## src/include/rspwm_regs.svh

```systemverilog
// Register offsets, field positions, encodings and reset values of the PWM block
`ifndef RSPWM_REGS_SVH
`define RSPWM_REGS_SVH

// ==========================================================================
// Register byte offsets (APB, one aligned word each)
`define RSPWM_OFF_RUN      12'h000
`define RSPWM_OFF_CTRL     12'h004
`define RSPWM_OFF_COUNTER  12'h008
`define RSPWM_OFF_PERIOD   12'h00C
`define RSPWM_OFF_DUTY1    12'h010
`define RSPWM_OFF_DUTY2    12'h014
`define RSPWM_OFF_DUTY3    12'h018
`define RSPWM_OFF_STATUS   12'h01C
`define RSPWM_OFF_IRQEN    12'h020
`define RSPWM_OFF_MODE     12'h024

// ==========================================================================
// Run register fields
`define RSPWM_RUN_BIT      0
`define RSPWM_STOPSEL_BIT  2

// Control register fields
`define RSPWM_SRC_LSB      0
`define RSPWM_CLR_LSB      3
`define RSPWM_NORMAL_PHASE_LEVEL_SELECT_BIT     6
`define RSPWM_COUNTER_PHASE_LEVEL_SELECT_BIT     7

// Mode register field
`define RSPWM_MODE_LSB     0

// Status / enable bits
`define RSPWM_ST_PERIOD    0
`define RSPWM_ST_DUTY1     1
`define RSPWM_ST_DUTY2     2
`define RSPWM_ST_DUTY3     3
`define RSPWM_ST_OVF       4
`define RSPWM_ST_W         5

// ==========================================================================
// Encodings
`define RSPWM_SRC_FASTOSC  3'h6
`define RSPWM_CLR_PERIOD   3'h1
`define RSPWM_CLR_DUTY1    3'h2
`define RSPWM_CLR_SYNC     3'h3
`define RSPWM_CLR_CREG     3'h5
`define RSPWM_CLR_DREG     3'h6
`define RSPWM_MODE_RSYNC   2'h1

// ==========================================================================
// Reset values
`define RSPWM_CTRL_RST     8'h00
`define RSPWM_PERIOD_RST   16'hFFFF
`define RSPWM_DUTY_RST     16'hFFFF
`define RSPWM_MODE_RST     2'h0

`endif

```

## src/include/rspwm_pkg.sv

```systemverilog
// Types shared by the PWM block
package rspwm_pkg;
  // APB slave phases
  typedef enum logic [2:0] {
    RSPWM_IDLE   = 3'b001,
    RSPWM_ACCESS = 3'b010,
    RSPWM_DONE   = 3'b100
  } rspwm_bus_t;
  typedef logic [15:0] rspwm_cnt_t;
endpackage

```

## src/verilog/rspwm_phase.sv

```systemverilog
// One PWM phase: normal output and its inverse
`timescale 1ns/1ns
module rspwm_phase (
  input  wire logic        clk,
  input  wire logic        arst_n,
  input  wire logic        tick,
  input  wire logic        restart,
  input  wire logic        dutyMatch,
  input  wire logic        periodMatch,
  input  wire logic        normLevel,
  input  wire logic        invLevel,
  output logic             normPin,
  output logic             invPin
);
  logic activeQ;

  // ==========================================================================
  // Phase state: active from duty match until period match
  always_ff @(posedge clk or negedge arst_n) begin
    if (!arst_n) begin
      activeQ <= 1'b0;
    end else if (restart) begin
      activeQ <= 1'b0;                       // Inactive at count start, see
    end else if (tick && periodMatch) begin
      activeQ <= 1'b0;
    end else if (tick && dutyMatch) begin
      activeQ <= 1'b1;
    end
  end

  // Level select 0: inactive high, active low; inverse is complement
  always_ff @(posedge clk or negedge arst_n) begin
    if (!arst_n) begin
      normPin <= 1'b1;
      invPin  <= 1'b1;
    end else begin
      normPin <= activeQ ? normLevel : ~normLevel;
      invPin  <= activeQ ? ~invLevel : invLevel;
    end
  end
endmodule

```

## src/verilog/rspwm_sync.sv

```systemverilog
// Three-stage pin synchroniser with agreement check
`timescale 1ns/1ns
module rspwm_sync (
  input  wire logic clk,
  input  wire logic arst_n,
  input  wire logic asyncIn,
  output logic      syncOut
);
  logic s1_q;
  logic s2_q;
  logic s3_q;

  // ==========================================================================
  // Stage chain; first stage read by second only
  always_ff @(posedge clk or negedge arst_n) begin
    if (!arst_n) begin
      s1_q <= 1'b0;
      s2_q <= 1'b0;
      s3_q <= 1'b0;
    end else begin
      s1_q <= asyncIn;
      s2_q <= s1_q;
      s3_q <= s2_q;
    end
  end

  // Change accepted only when stages two and three agree
  always_ff @(posedge clk or negedge arst_n) begin
    if (!arst_n) begin
      syncOut <= 1'b0;
    end else if (s2_q == s3_q) begin
      syncOut <= s3_q;
    end
  end
endmodule

```

## src/verilog/rspwm_top.sv

```systemverilog
// Reset-synchronous three-phase PWM channel with APB register access
// Function
// Run clear ignored while stop select is 0
// Stop select 0: stop after period clear
// Stop select 1: run clear stops immediately
// Set stop select before clearing run bit
// Counter clear beats simultaneous software write
// Clear select codes pick the clear source
// Delay between counter write and read
// Delay between status write and read
// Change count source only while stopped
// Wait two main clocks before oscillator off
// Mode field 00b then 01b, then reprogram
// Use equal output level selects for motors
// Source code 110b selects fast oscillator
// Six outputs share one period
// Period is period register plus one
// Duty match drives normal output active
// Period match returns normal outputs inactive
// Inverse output complements normal output
// Level 0: start high, active low
// Flag clears on read 1 then write 0
// Request while flag and enable both set
// Counter increments per source tick while running
// Output change lands on next tick
`timescale 1ns/1ns
module rspwm_top #(
  parameter int CNT_W = 16
) (
  input  wire logic                      clk,
  input  wire logic                      arst_n,
  input  wire logic                      psel,
  input  wire logic                      penable,
  input  wire logic                      pwrite,
  input  wire logic [11:0]               paddr,
  input  wire logic [31:0]               pwdata,
  output logic      [31:0]               prdata,
  output logic                           pready,
  output logic                           pslverr,
  input  wire logic                      fastOscClock,
  input  wire logic                      fastOscEnable,
  output logic                           phase1NormalPin,
  output logic                           phase1InversePin,
  output logic                           phase2NormalPin,
  output logic                           phase2InversePin,
  output logic                           phase3NormalPin,
  output logic                           phase3InversePin,
  output logic                           interruptRequestFlag
);
  import rspwm_pkg::*;
`include "rspwm_regs.svh"

  // ==========================================================================
  // Register state
  logic             runBit_q;
  logic             stopSel_q;
  logic [7:0]       ctrl_q;
  logic [1:0]       mode_q;
  logic [CNT_W-1:0] counter_q;
  logic [CNT_W-1:0] period_q;
  logic [CNT_W-1:0] duty1_q;
  logic [CNT_W-1:0] duty2_q;
  logic [CNT_W-1:0] duty3_q;
  logic [4:0]       status_q;
  logic [4:0]       statusSeen_q;
  logic [4:0]       irqEn_q;
  logic             oscLevel_q;
  rspwm_bus_t       busState_q;

  logic             oscSync;
  logic             oscEnSync;
  logic             wrEn;
  logic             rdEn;
  logic             tick;
  logic             restart;
  logic             periodHit;
  logic             duty1Hit;
  logic             duty2Hit;
  logic             duty3Hit;
  logic             clearHit;
  logic             wrCounter;
  logic [2:0]       srcSel;
  logic [2:0]       clrSel;
  logic [31:0]      rdData;
  logic             addrOk;

  assign srcSel = ctrl_q[`RSPWM_SRC_LSB +: 3];
  assign clrSel = ctrl_q[`RSPWM_CLR_LSB +: 3];

  // ==========================================================================
  // Fast oscillator arrives from outside; sampled, its rising edge is a tick
  rspwm_sync u_oscSync (
    .clk     (clk),
    .arst_n  (arst_n),
    .asyncIn (fastOscClock),
    .syncOut (oscSync)
  );

  // Oscillator enable is also foreign; an idle oscillator gives no ticks
  rspwm_sync u_oscEnSync (
    .clk     (clk),
    .arst_n  (arst_n),
    .asyncIn (fastOscEnable),
    .syncOut (oscEnSync)
  );

  always_ff @(posedge clk or negedge arst_n) begin
    if (!arst_n) begin
      oscLevel_q <= 1'b0;
    end else begin
      oscLevel_q <= oscSync;
    end
  end

  // Main clock ticks every cycle; fast source ticks on sampled rising edge.
  // Sampling limits the usable oscillator rate to well below clk / 2.
  always_comb begin
    if (srcSel == `RSPWM_SRC_FASTOSC) begin
      tick = runBit_q & oscEnSync & oscSync & ~oscLevel_q;
    end else begin
      tick = runBit_q;
    end
  end

  // ==========================================================================
  // Compare matches
  assign periodHit = (counter_q == period_q);
  assign duty1Hit  = (counter_q == duty1_q);
  assign duty2Hit  = (counter_q == duty2_q);
  assign duty3Hit  = (counter_q == duty3_q);

  // Clear source decode; other codes never clear the counter
  always_comb begin
    case (clrSel)
      `RSPWM_CLR_PERIOD: clearHit = periodHit;
      `RSPWM_CLR_DUTY1:  clearHit = duty1Hit;
      `RSPWM_CLR_SYNC:   clearHit = 1'b0;        // No partner channel to sync
      `RSPWM_CLR_CREG:   clearHit = 1'b0;        // C and D registers unused here
      `RSPWM_CLR_DREG:   clearHit = 1'b0;
      default:           clearHit = 1'b0;
    endcase
  end

  // ==========================================================================
  // APB slave: setup, two wait cycles, then ready
  assign wrEn = (busState_q == RSPWM_ACCESS) & psel & penable & pwrite;
  assign rdEn = (busState_q == RSPWM_ACCESS) & psel & penable & ~pwrite;
  assign wrCounter = wrEn & (paddr == `RSPWM_OFF_COUNTER);

  always_ff @(posedge clk or negedge arst_n) begin
    if (!arst_n) begin
      busState_q <= RSPWM_IDLE;
    end else begin
      case (busState_q)
        RSPWM_IDLE:   busState_q <= (psel && penable) ? RSPWM_ACCESS : RSPWM_IDLE;
        RSPWM_ACCESS: busState_q <= RSPWM_DONE;
        RSPWM_DONE:   busState_q <= RSPWM_IDLE;
        default:      busState_q <= RSPWM_IDLE;
      endcase
    end
  end

  // Read mux; unmapped addresses read zero with an error
  always_comb begin
    rdData = 32'h0000_0000;
    addrOk = 1'b1;
    case (paddr)
      `RSPWM_OFF_RUN:     rdData = {29'h0, stopSel_q, 1'b0, runBit_q};
      `RSPWM_OFF_CTRL:    rdData = {24'h0, ctrl_q};
      `RSPWM_OFF_COUNTER: rdData = 32'(counter_q);
      `RSPWM_OFF_PERIOD:  rdData = 32'(period_q);
      `RSPWM_OFF_DUTY1:   rdData = 32'(duty1_q);
      `RSPWM_OFF_DUTY2:   rdData = 32'(duty2_q);
      `RSPWM_OFF_DUTY3:   rdData = 32'(duty3_q);
      `RSPWM_OFF_STATUS:  rdData = {26'h0, 1'b1, status_q};  // Bit 5 reads as one
      `RSPWM_OFF_IRQEN:   rdData = {27'h0, irqEn_q};
      `RSPWM_OFF_MODE:    rdData = {30'h0, mode_q};
      default:            addrOk = 1'b0;
    endcase
  end

  // Answer registered so outputs come from flops
  always_ff @(posedge clk or negedge arst_n) begin
    if (!arst_n) begin
      pready  <= 1'b0;
      pslverr <= 1'b0;
      prdata  <= 32'h0000_0000;
    end else begin
      pready  <= (busState_q == RSPWM_ACCESS) & psel & penable;
      pslverr <= (busState_q == RSPWM_ACCESS) & psel & penable & ~addrOk;
      prdata  <= rdEn ? rdData : 32'h0000_0000;
    end
  end

  // ==========================================================================
  // Run and stop-select bits
  always_ff @(posedge clk or negedge arst_n) begin
    if (!arst_n) begin
      runBit_q  <= 1'b0;
      stopSel_q <= 1'b0;
    end else begin
      if (wrEn && paddr == `RSPWM_OFF_RUN) begin
        stopSel_q <= pwdata[`RSPWM_STOPSEL_BIT];
      end
      // A run-register write with the run bit 0 must not swallow a coinciding period stop
      if (wrEn && paddr == `RSPWM_OFF_RUN && pwdata[`RSPWM_RUN_BIT]) begin
        runBit_q <= 1'b1;
      end else if (wrEn && paddr == `RSPWM_OFF_RUN && stopSel_q) begin
        runBit_q <= 1'b0;   // Old select value decides, see
      end else if (!stopSel_q && tick && clearHit) begin
        runBit_q <= 1'b0;   // Stop after the period clear, see
      end                   // Select 0 ignores a run clear, see
    end
  end

  // Restart lands with the run bit, so a duty match at the first count is kept
  assign restart = wrEn && paddr == `RSPWM_OFF_RUN && pwdata[`RSPWM_RUN_BIT] && !runBit_q;

  // ==========================================================================
  // Configuration registers
  always_ff @(posedge clk or negedge arst_n) begin
    if (!arst_n) begin
      ctrl_q   <= `RSPWM_CTRL_RST;
      mode_q   <= `RSPWM_MODE_RST;
      period_q <= `RSPWM_PERIOD_RST;
      duty1_q  <= `RSPWM_DUTY_RST;
      duty2_q  <= `RSPWM_DUTY_RST;
      duty3_q  <= `RSPWM_DUTY_RST;
      irqEn_q  <= 5'h00;
    end else if (wrEn) begin
      case (paddr)
        `RSPWM_OFF_CTRL:   ctrl_q   <= pwdata[7:0];
        `RSPWM_OFF_MODE:   mode_q   <= pwdata[`RSPWM_MODE_LSB +: 2];
        `RSPWM_OFF_PERIOD: period_q <= pwdata[CNT_W-1:0];
        `RSPWM_OFF_DUTY1:  duty1_q  <= pwdata[CNT_W-1:0];
        `RSPWM_OFF_DUTY2:  duty2_q  <= pwdata[CNT_W-1:0];
        `RSPWM_OFF_DUTY3:  duty3_q  <= pwdata[CNT_W-1:0];
        `RSPWM_OFF_IRQEN:  irqEn_q  <= pwdata[4:0];
        default:           irqEn_q  <= irqEn_q;
      endcase
    end
  end

  // ==========================================================================
  // Counter: clear beats a coinciding write
  always_ff @(posedge clk or negedge arst_n) begin
    if (!arst_n) begin
      counter_q <= '0;
    end else if (tick && clearHit) begin
      counter_q <= '0;
    end else if (wrCounter) begin
      counter_q <= pwdata[CNT_W-1:0];
    end else if (tick) begin
      counter_q <= counter_q + CNT_W'(1);
    end
  end

  // ==========================================================================
  // Status flags: set wins; clear needs a prior read of one then write zero
  logic [4:0] events;
  assign events = {tick & (&counter_q), tick & duty3Hit, tick & duty2Hit,
                   tick & duty1Hit, tick & periodHit};

  always_ff @(posedge clk or negedge arst_n) begin
    if (!arst_n) begin
      status_q     <= 5'h00;
      statusSeen_q <= 5'h00;
    end else begin
      if (rdEn && paddr == `RSPWM_OFF_STATUS) begin
        statusSeen_q <= status_q;
      end
      if (wrEn && paddr == `RSPWM_OFF_STATUS) begin
        status_q     <= (status_q & ~(statusSeen_q & ~pwdata[4:0])) | events;
        statusSeen_q <= 5'h00;
      end else begin
        status_q <= status_q | events;
      end
    end
  end

  // Request level follows flag-and-enable pairs
  always_ff @(posedge clk or negedge arst_n) begin
    if (!arst_n) begin
      interruptRequestFlag <= 1'b0;
    end else begin
      interruptRequestFlag <= |(status_q & irqEn_q);
    end
  end

  // ==========================================================================
  // Three phases, one shared period compare; see
  rspwm_phase u_phase1 (
    .clk         (clk),
    .arst_n      (arst_n),
    .tick        (tick),
    .restart     (restart),
    .dutyMatch   (duty1Hit),
    .periodMatch (periodHit),
    .normLevel   (ctrl_q[`RSPWM_NORMAL_PHASE_LEVEL_SELECT_BIT]),
    .invLevel    (ctrl_q[`RSPWM_COUNTER_PHASE_LEVEL_SELECT_BIT]),
    .normPin     (phase1NormalPin),
    .invPin      (phase1InversePin)
  );

  rspwm_phase u_phase2 (
    .clk         (clk),
    .arst_n      (arst_n),
    .tick        (tick),
    .restart     (restart),
    .dutyMatch   (duty2Hit),
    .periodMatch (periodHit),
    .normLevel   (ctrl_q[`RSPWM_NORMAL_PHASE_LEVEL_SELECT_BIT]),
    .invLevel    (ctrl_q[`RSPWM_COUNTER_PHASE_LEVEL_SELECT_BIT]),
    .normPin     (phase2NormalPin),
    .invPin      (phase2InversePin)
  );

  rspwm_phase u_phase3 (
    .clk         (clk),
    .arst_n      (arst_n),
    .tick        (tick),
    .restart     (restart),
    .dutyMatch   (duty3Hit),
    .periodMatch (periodHit),
    .normLevel   (ctrl_q[`RSPWM_NORMAL_PHASE_LEVEL_SELECT_BIT]),
    .invLevel    (ctrl_q[`RSPWM_COUNTER_PHASE_LEVEL_SELECT_BIT]),
    .normPin     (phase3NormalPin),
    .invPin      (phase3InversePin)
  );
endmodule
```

## config.mk

```make
export PLATFORM = sky130hd
export DESIGN_NAME = rspwm_top
export DESIGN_NICKNAME = d
export VERILOG_FILES = /design/src/include/rspwm_pkg.sv /design/src/verilog/rspwm_phase.sv /design/src/verilog/rspwm_sync.sv /design/src/verilog/rspwm_top.sv
export VERILOG_INCLUDE_DIRS = /design/src /design/src/include
export SDC_FILE = /design/constraint.sdc
export NUM_CORES = 1
export LEC_CHECK = 0
export ABC_AREA = 1
export BUFFER_PORTS_ARGS = -buffer_cell sky130_fd_sc_hd__buf_2
export CORE_MARGIN = 10
export CORE_UTILIZATION = 45
export DETAILED_ROUTE_END_ITERATION = 8
export HOLD_SLACK_MARGIN = 0.12
export SLEW_MARGIN = 10
export SYNTH_ARGS = -nofsm -noshare
export SYNTH_HDL_FRONTEND = slang
export SYNTH_SLANG_ARGS = --single-unit
```

## constraint.sdc

```tcl
create_clock -name clk -period 4.4 [get_ports clk]
set_input_delay 0.88 -clock clk [delete_from_list [all_inputs] [get_ports clk]]
set_output_delay 0.88 -clock clk [all_outputs]
set_load 0.02 [all_outputs]
```

==> reports/metrics.cfg <==
[outcome]
status = finished, final reports clean

[place]
dp_hpwl_um = 17900
placed_area_um2 = 8560
portBuffers = 59
routabilityCongestion = 0.977
dp.cells = 1326

[cells_and_area]
regArea_um2 = 3770
drive_above_1_share_pct = 19.5
instances_no_fill = 1358
area_growth_pct = 11.1
insertedDiodeCount = 0
nFillCells = 1786
stdcell_area_um2 = 9170
multiInputGateArea_um2 = 3710
num-nets-final = 1168

[routing]
drc = 0
ant_nets = 0
routed_wl_um = 24900
wl_per_cell_um = 18.4
firstDrtPassIters = 5
drt_iter0_drc = 737
vias = 7104
routed_via_density = 5.23

[power]
power.density_nw_per_um2 = 325
swShare_pct = 22.9
power.leakage_nw = 4.31
power.total_mw = 2.98
p_int_mw = 2.30
seqPwrFrac_pct = 45.8
ir_worst_vdd_v = 0.000285
power.share.clock_pct = 50.9
power.switching_mw = 0.685
comb_power_share_pct = 3.3

[timing]
min_period_ps = 2510
rsz0062_at_grt = no
relSlewSlack_pct = 38.6
slew_violations = 0
setup-violations-final = 0
clock_skew_ps = 7.05
hold_viol_final = 0
fmax_ghz = 0.398
setup_tns_ps = 0
post-route-period-util_pct = 57.1
worst_slew_pin_slew_ps = 919

[synth]
yosys-top-cells-area = dfrtp_1 (23%), dfstp_2 (23%), nand2_1 (16%), inv_1 (4.9%), nor2_1 (4.6%)
yosys.area.top_type_share_pct = 23.0
synth.distinct_cells = 42
synth_area_per_cell_um2 = 7.67
syn_inst = 1077
ys.warnings.count = 0
ys_seq_elements = 147
ys.flop_type = dfrtp_1
yosysMostFrequentCell = nand2_1
synthArstFlopShare_pct = 100
synthTopCellsByCount = nand2_1 (344), inv_1 (107), nor2_1 (101)
synth_edf_count = 0
synth-seq-area-share_pct = 45.6
yosysTopAreaCell = dfrtp_1
syn_area_um2 = 8260

[floorplan]
num_rows = 49
core_area_um2 = 18000
pin_count = 92
die_x_um = 155
fp.dieH_um = 155
start_util_pct = 45.8
die_area_um2 = 24200

[clock_network]
holdBufCountCts = 0
ctsResizeCount = 0
cts_max_path_buffers = 2
clk_latency_ps = 430
cts_tree = yes
cts_made_buffers = 17
cts_sinks = 147
cts_setup_buffers = 0
htreeDepth = 4
cts.clk_slew.worst_paths_ps = 60
clockRootBuffer = clkbuf_16

[setup_path]
arrival_ps = 2860
crit_type = in -> reg
crit_fanout = 20
cp-start-kind = input pin
slowest_stage = nand2_1
critPathCaptureType = flop
r2r_slack_ps = 2080
cp_num_buf_inv = 3
path_cells = buf_2 > nor2_2 > nand3_4 > nor2_8 > nand2_2 > inv_2 > nand2_1 > buf_4 > o21ai_0
cp_data_required_time_ps = 4750
path_delay_family = simple AND/OR/NAND/NOR gates
slowest_delay_ps = 410

[global_route]
grt_max_degree = 93
grt_pass1_vias = 6740
grt_overflow_total = 0
antenna_found_initial = 0
grt_usage_pct = 21.1
grt_pass1_wl_um = 39600

[worst_hold_path]
hold_path.class = reg -> reg

[run]
drv_cap = 0

## worst register-to-register path, delay by kind of cell (launching register included)
| kind | cells | cell delay (ps) |
|---|---|---|
| flip-flops | 1 | 360 |
| buffers and inverters | 1 | 60 |
| AO/OA/AOI/OAI | 2 | 660 |
| AND/OR/NAND/NOR | 5 | 1090 |
## cells by family (layout without fill, tap and decap cells)
group	after synthesis	count (layout)	synth area share [%]
buf+inv	178	215	10.1
xor+xnor	41	41	4.35
flops	147	147	45.6
other cells	1	16	0.0454
simple gates	563	563	29.9
fa+ha+maj	3	3	0.394
compound gates	144	144	9.56
## registers in the layout, indices dropped and copies added, names as in the netlist, 2 cells and up
register / flops
busState_q: 3
counter_q: 16
ctrl_q: 8
duty1_q: 16
duty2_q: 16
duty3_q: 16
irqEn_q: 5
mode_q: 2
period_q: 16
prdata: 16
statusSeen_q: 5
status_q: 5
## power by group through the flow
stage / Sequential, mW / Combinational (mW) / Clock, mW
3_5_place_dp: 1.39 / 0.0991 / 0
4_1_cts: 1.37 / 0.0993 / 1.54
6_report: 1.37 / 0.0979 / 1.52
5_1_grt: 1.37 / 0.111 / 1.60
3_3_place_gp: 1.39 / 0.0983 / 0
2_1_floorplan: 1.39 / 0.0487 / 0
## final timing paths
kind / cells after the start / end / from
worst max-delay path: 9 / duty2_q[13]$_DFFE_PN1P_ / paddr[11]
worst max register to register: 8 / status_q[4]$_DFF_PN0_ / busState_q[0]$_DFF_PN1_
min in group asynchronous: 1 / busState_q[1]$_DFF_PN0_ / arst_n
worst min-delay path: 0 / u_oscEnSync.s2_q$_DFF_PN0_ / u_oscEnSync.s1_q$_DFF_PN0_
worst min register to register: 0 / u_oscEnSync.s2_q$_DFF_PN0_ / u_oscEnSync.s1_q$_DFF_PN0_
max in group asynchronous: 2 / duty3_q[13]$_DFFE_PN1P_ / arst_n
## cell usage in the layout, fill, tap and decap left out, types with 2 or more instances in the layout
cell type and instances:
nand2_1 344, inv_1 107, nor2_1 101, dfrtp_1 76, o21ai_0 73, dfstp_2 71
buf_2 58, nand3_1 48, o21ai_1 32, xor2_1 29, clkbuf_16 17, conb_1 16
nand2_2 13, inv_2 13, nand4_1 13, o211ai_1 13, xnor2_1 12, nor3_1 11
o22ai_1 11, a21oi_1 8, nor2_4 7, nor2_2 6, clkinv_2 4, nor3_2 4
inv_6 4, clkinv_4 4, o31ai_1 3, nor2_8 3, nand2_4 3, bufinv_16 3
nand3_4 2, nor4_1 2, and2_1 2, nand3_2 2, maj3_1 2, buf_4 2
## stage by stage
stage / hold slack [ps] / setup WS (ps) / utilization [%]
floorplan: 331 / 2310 / -
global placement: 332 / 1500 / 47.5
detailed placement: 336 / 1450 / 47.5
CTS: 350 / 1890 / 50.9
global route: 367 / 1740 / 50.9
finish: 348 / 1890 / 50.9
## metal layers
metal  track usage [%]  routed length (µm)  vias to the layer above
li1                  -                   -                     3443
met1              30.7               11900                     3364
met2              31.1               10800                      268
met4              5.61                 403                        0
met3              4.47                1830                       29
met5                 0                   0                        -
## area by class of cell
cell class	instances	area share, %
Sequential cell	147	41.1
Timing Repair Buffer	62	3.67
Clock buffer	18	4.79
Tap cell	229	3.12
Clock inverter	14	1.91
Multi-Input combinational cell	767	40.5
Inverter	121	4.96
Note: power is estimated with default switching activity, not from simulation.
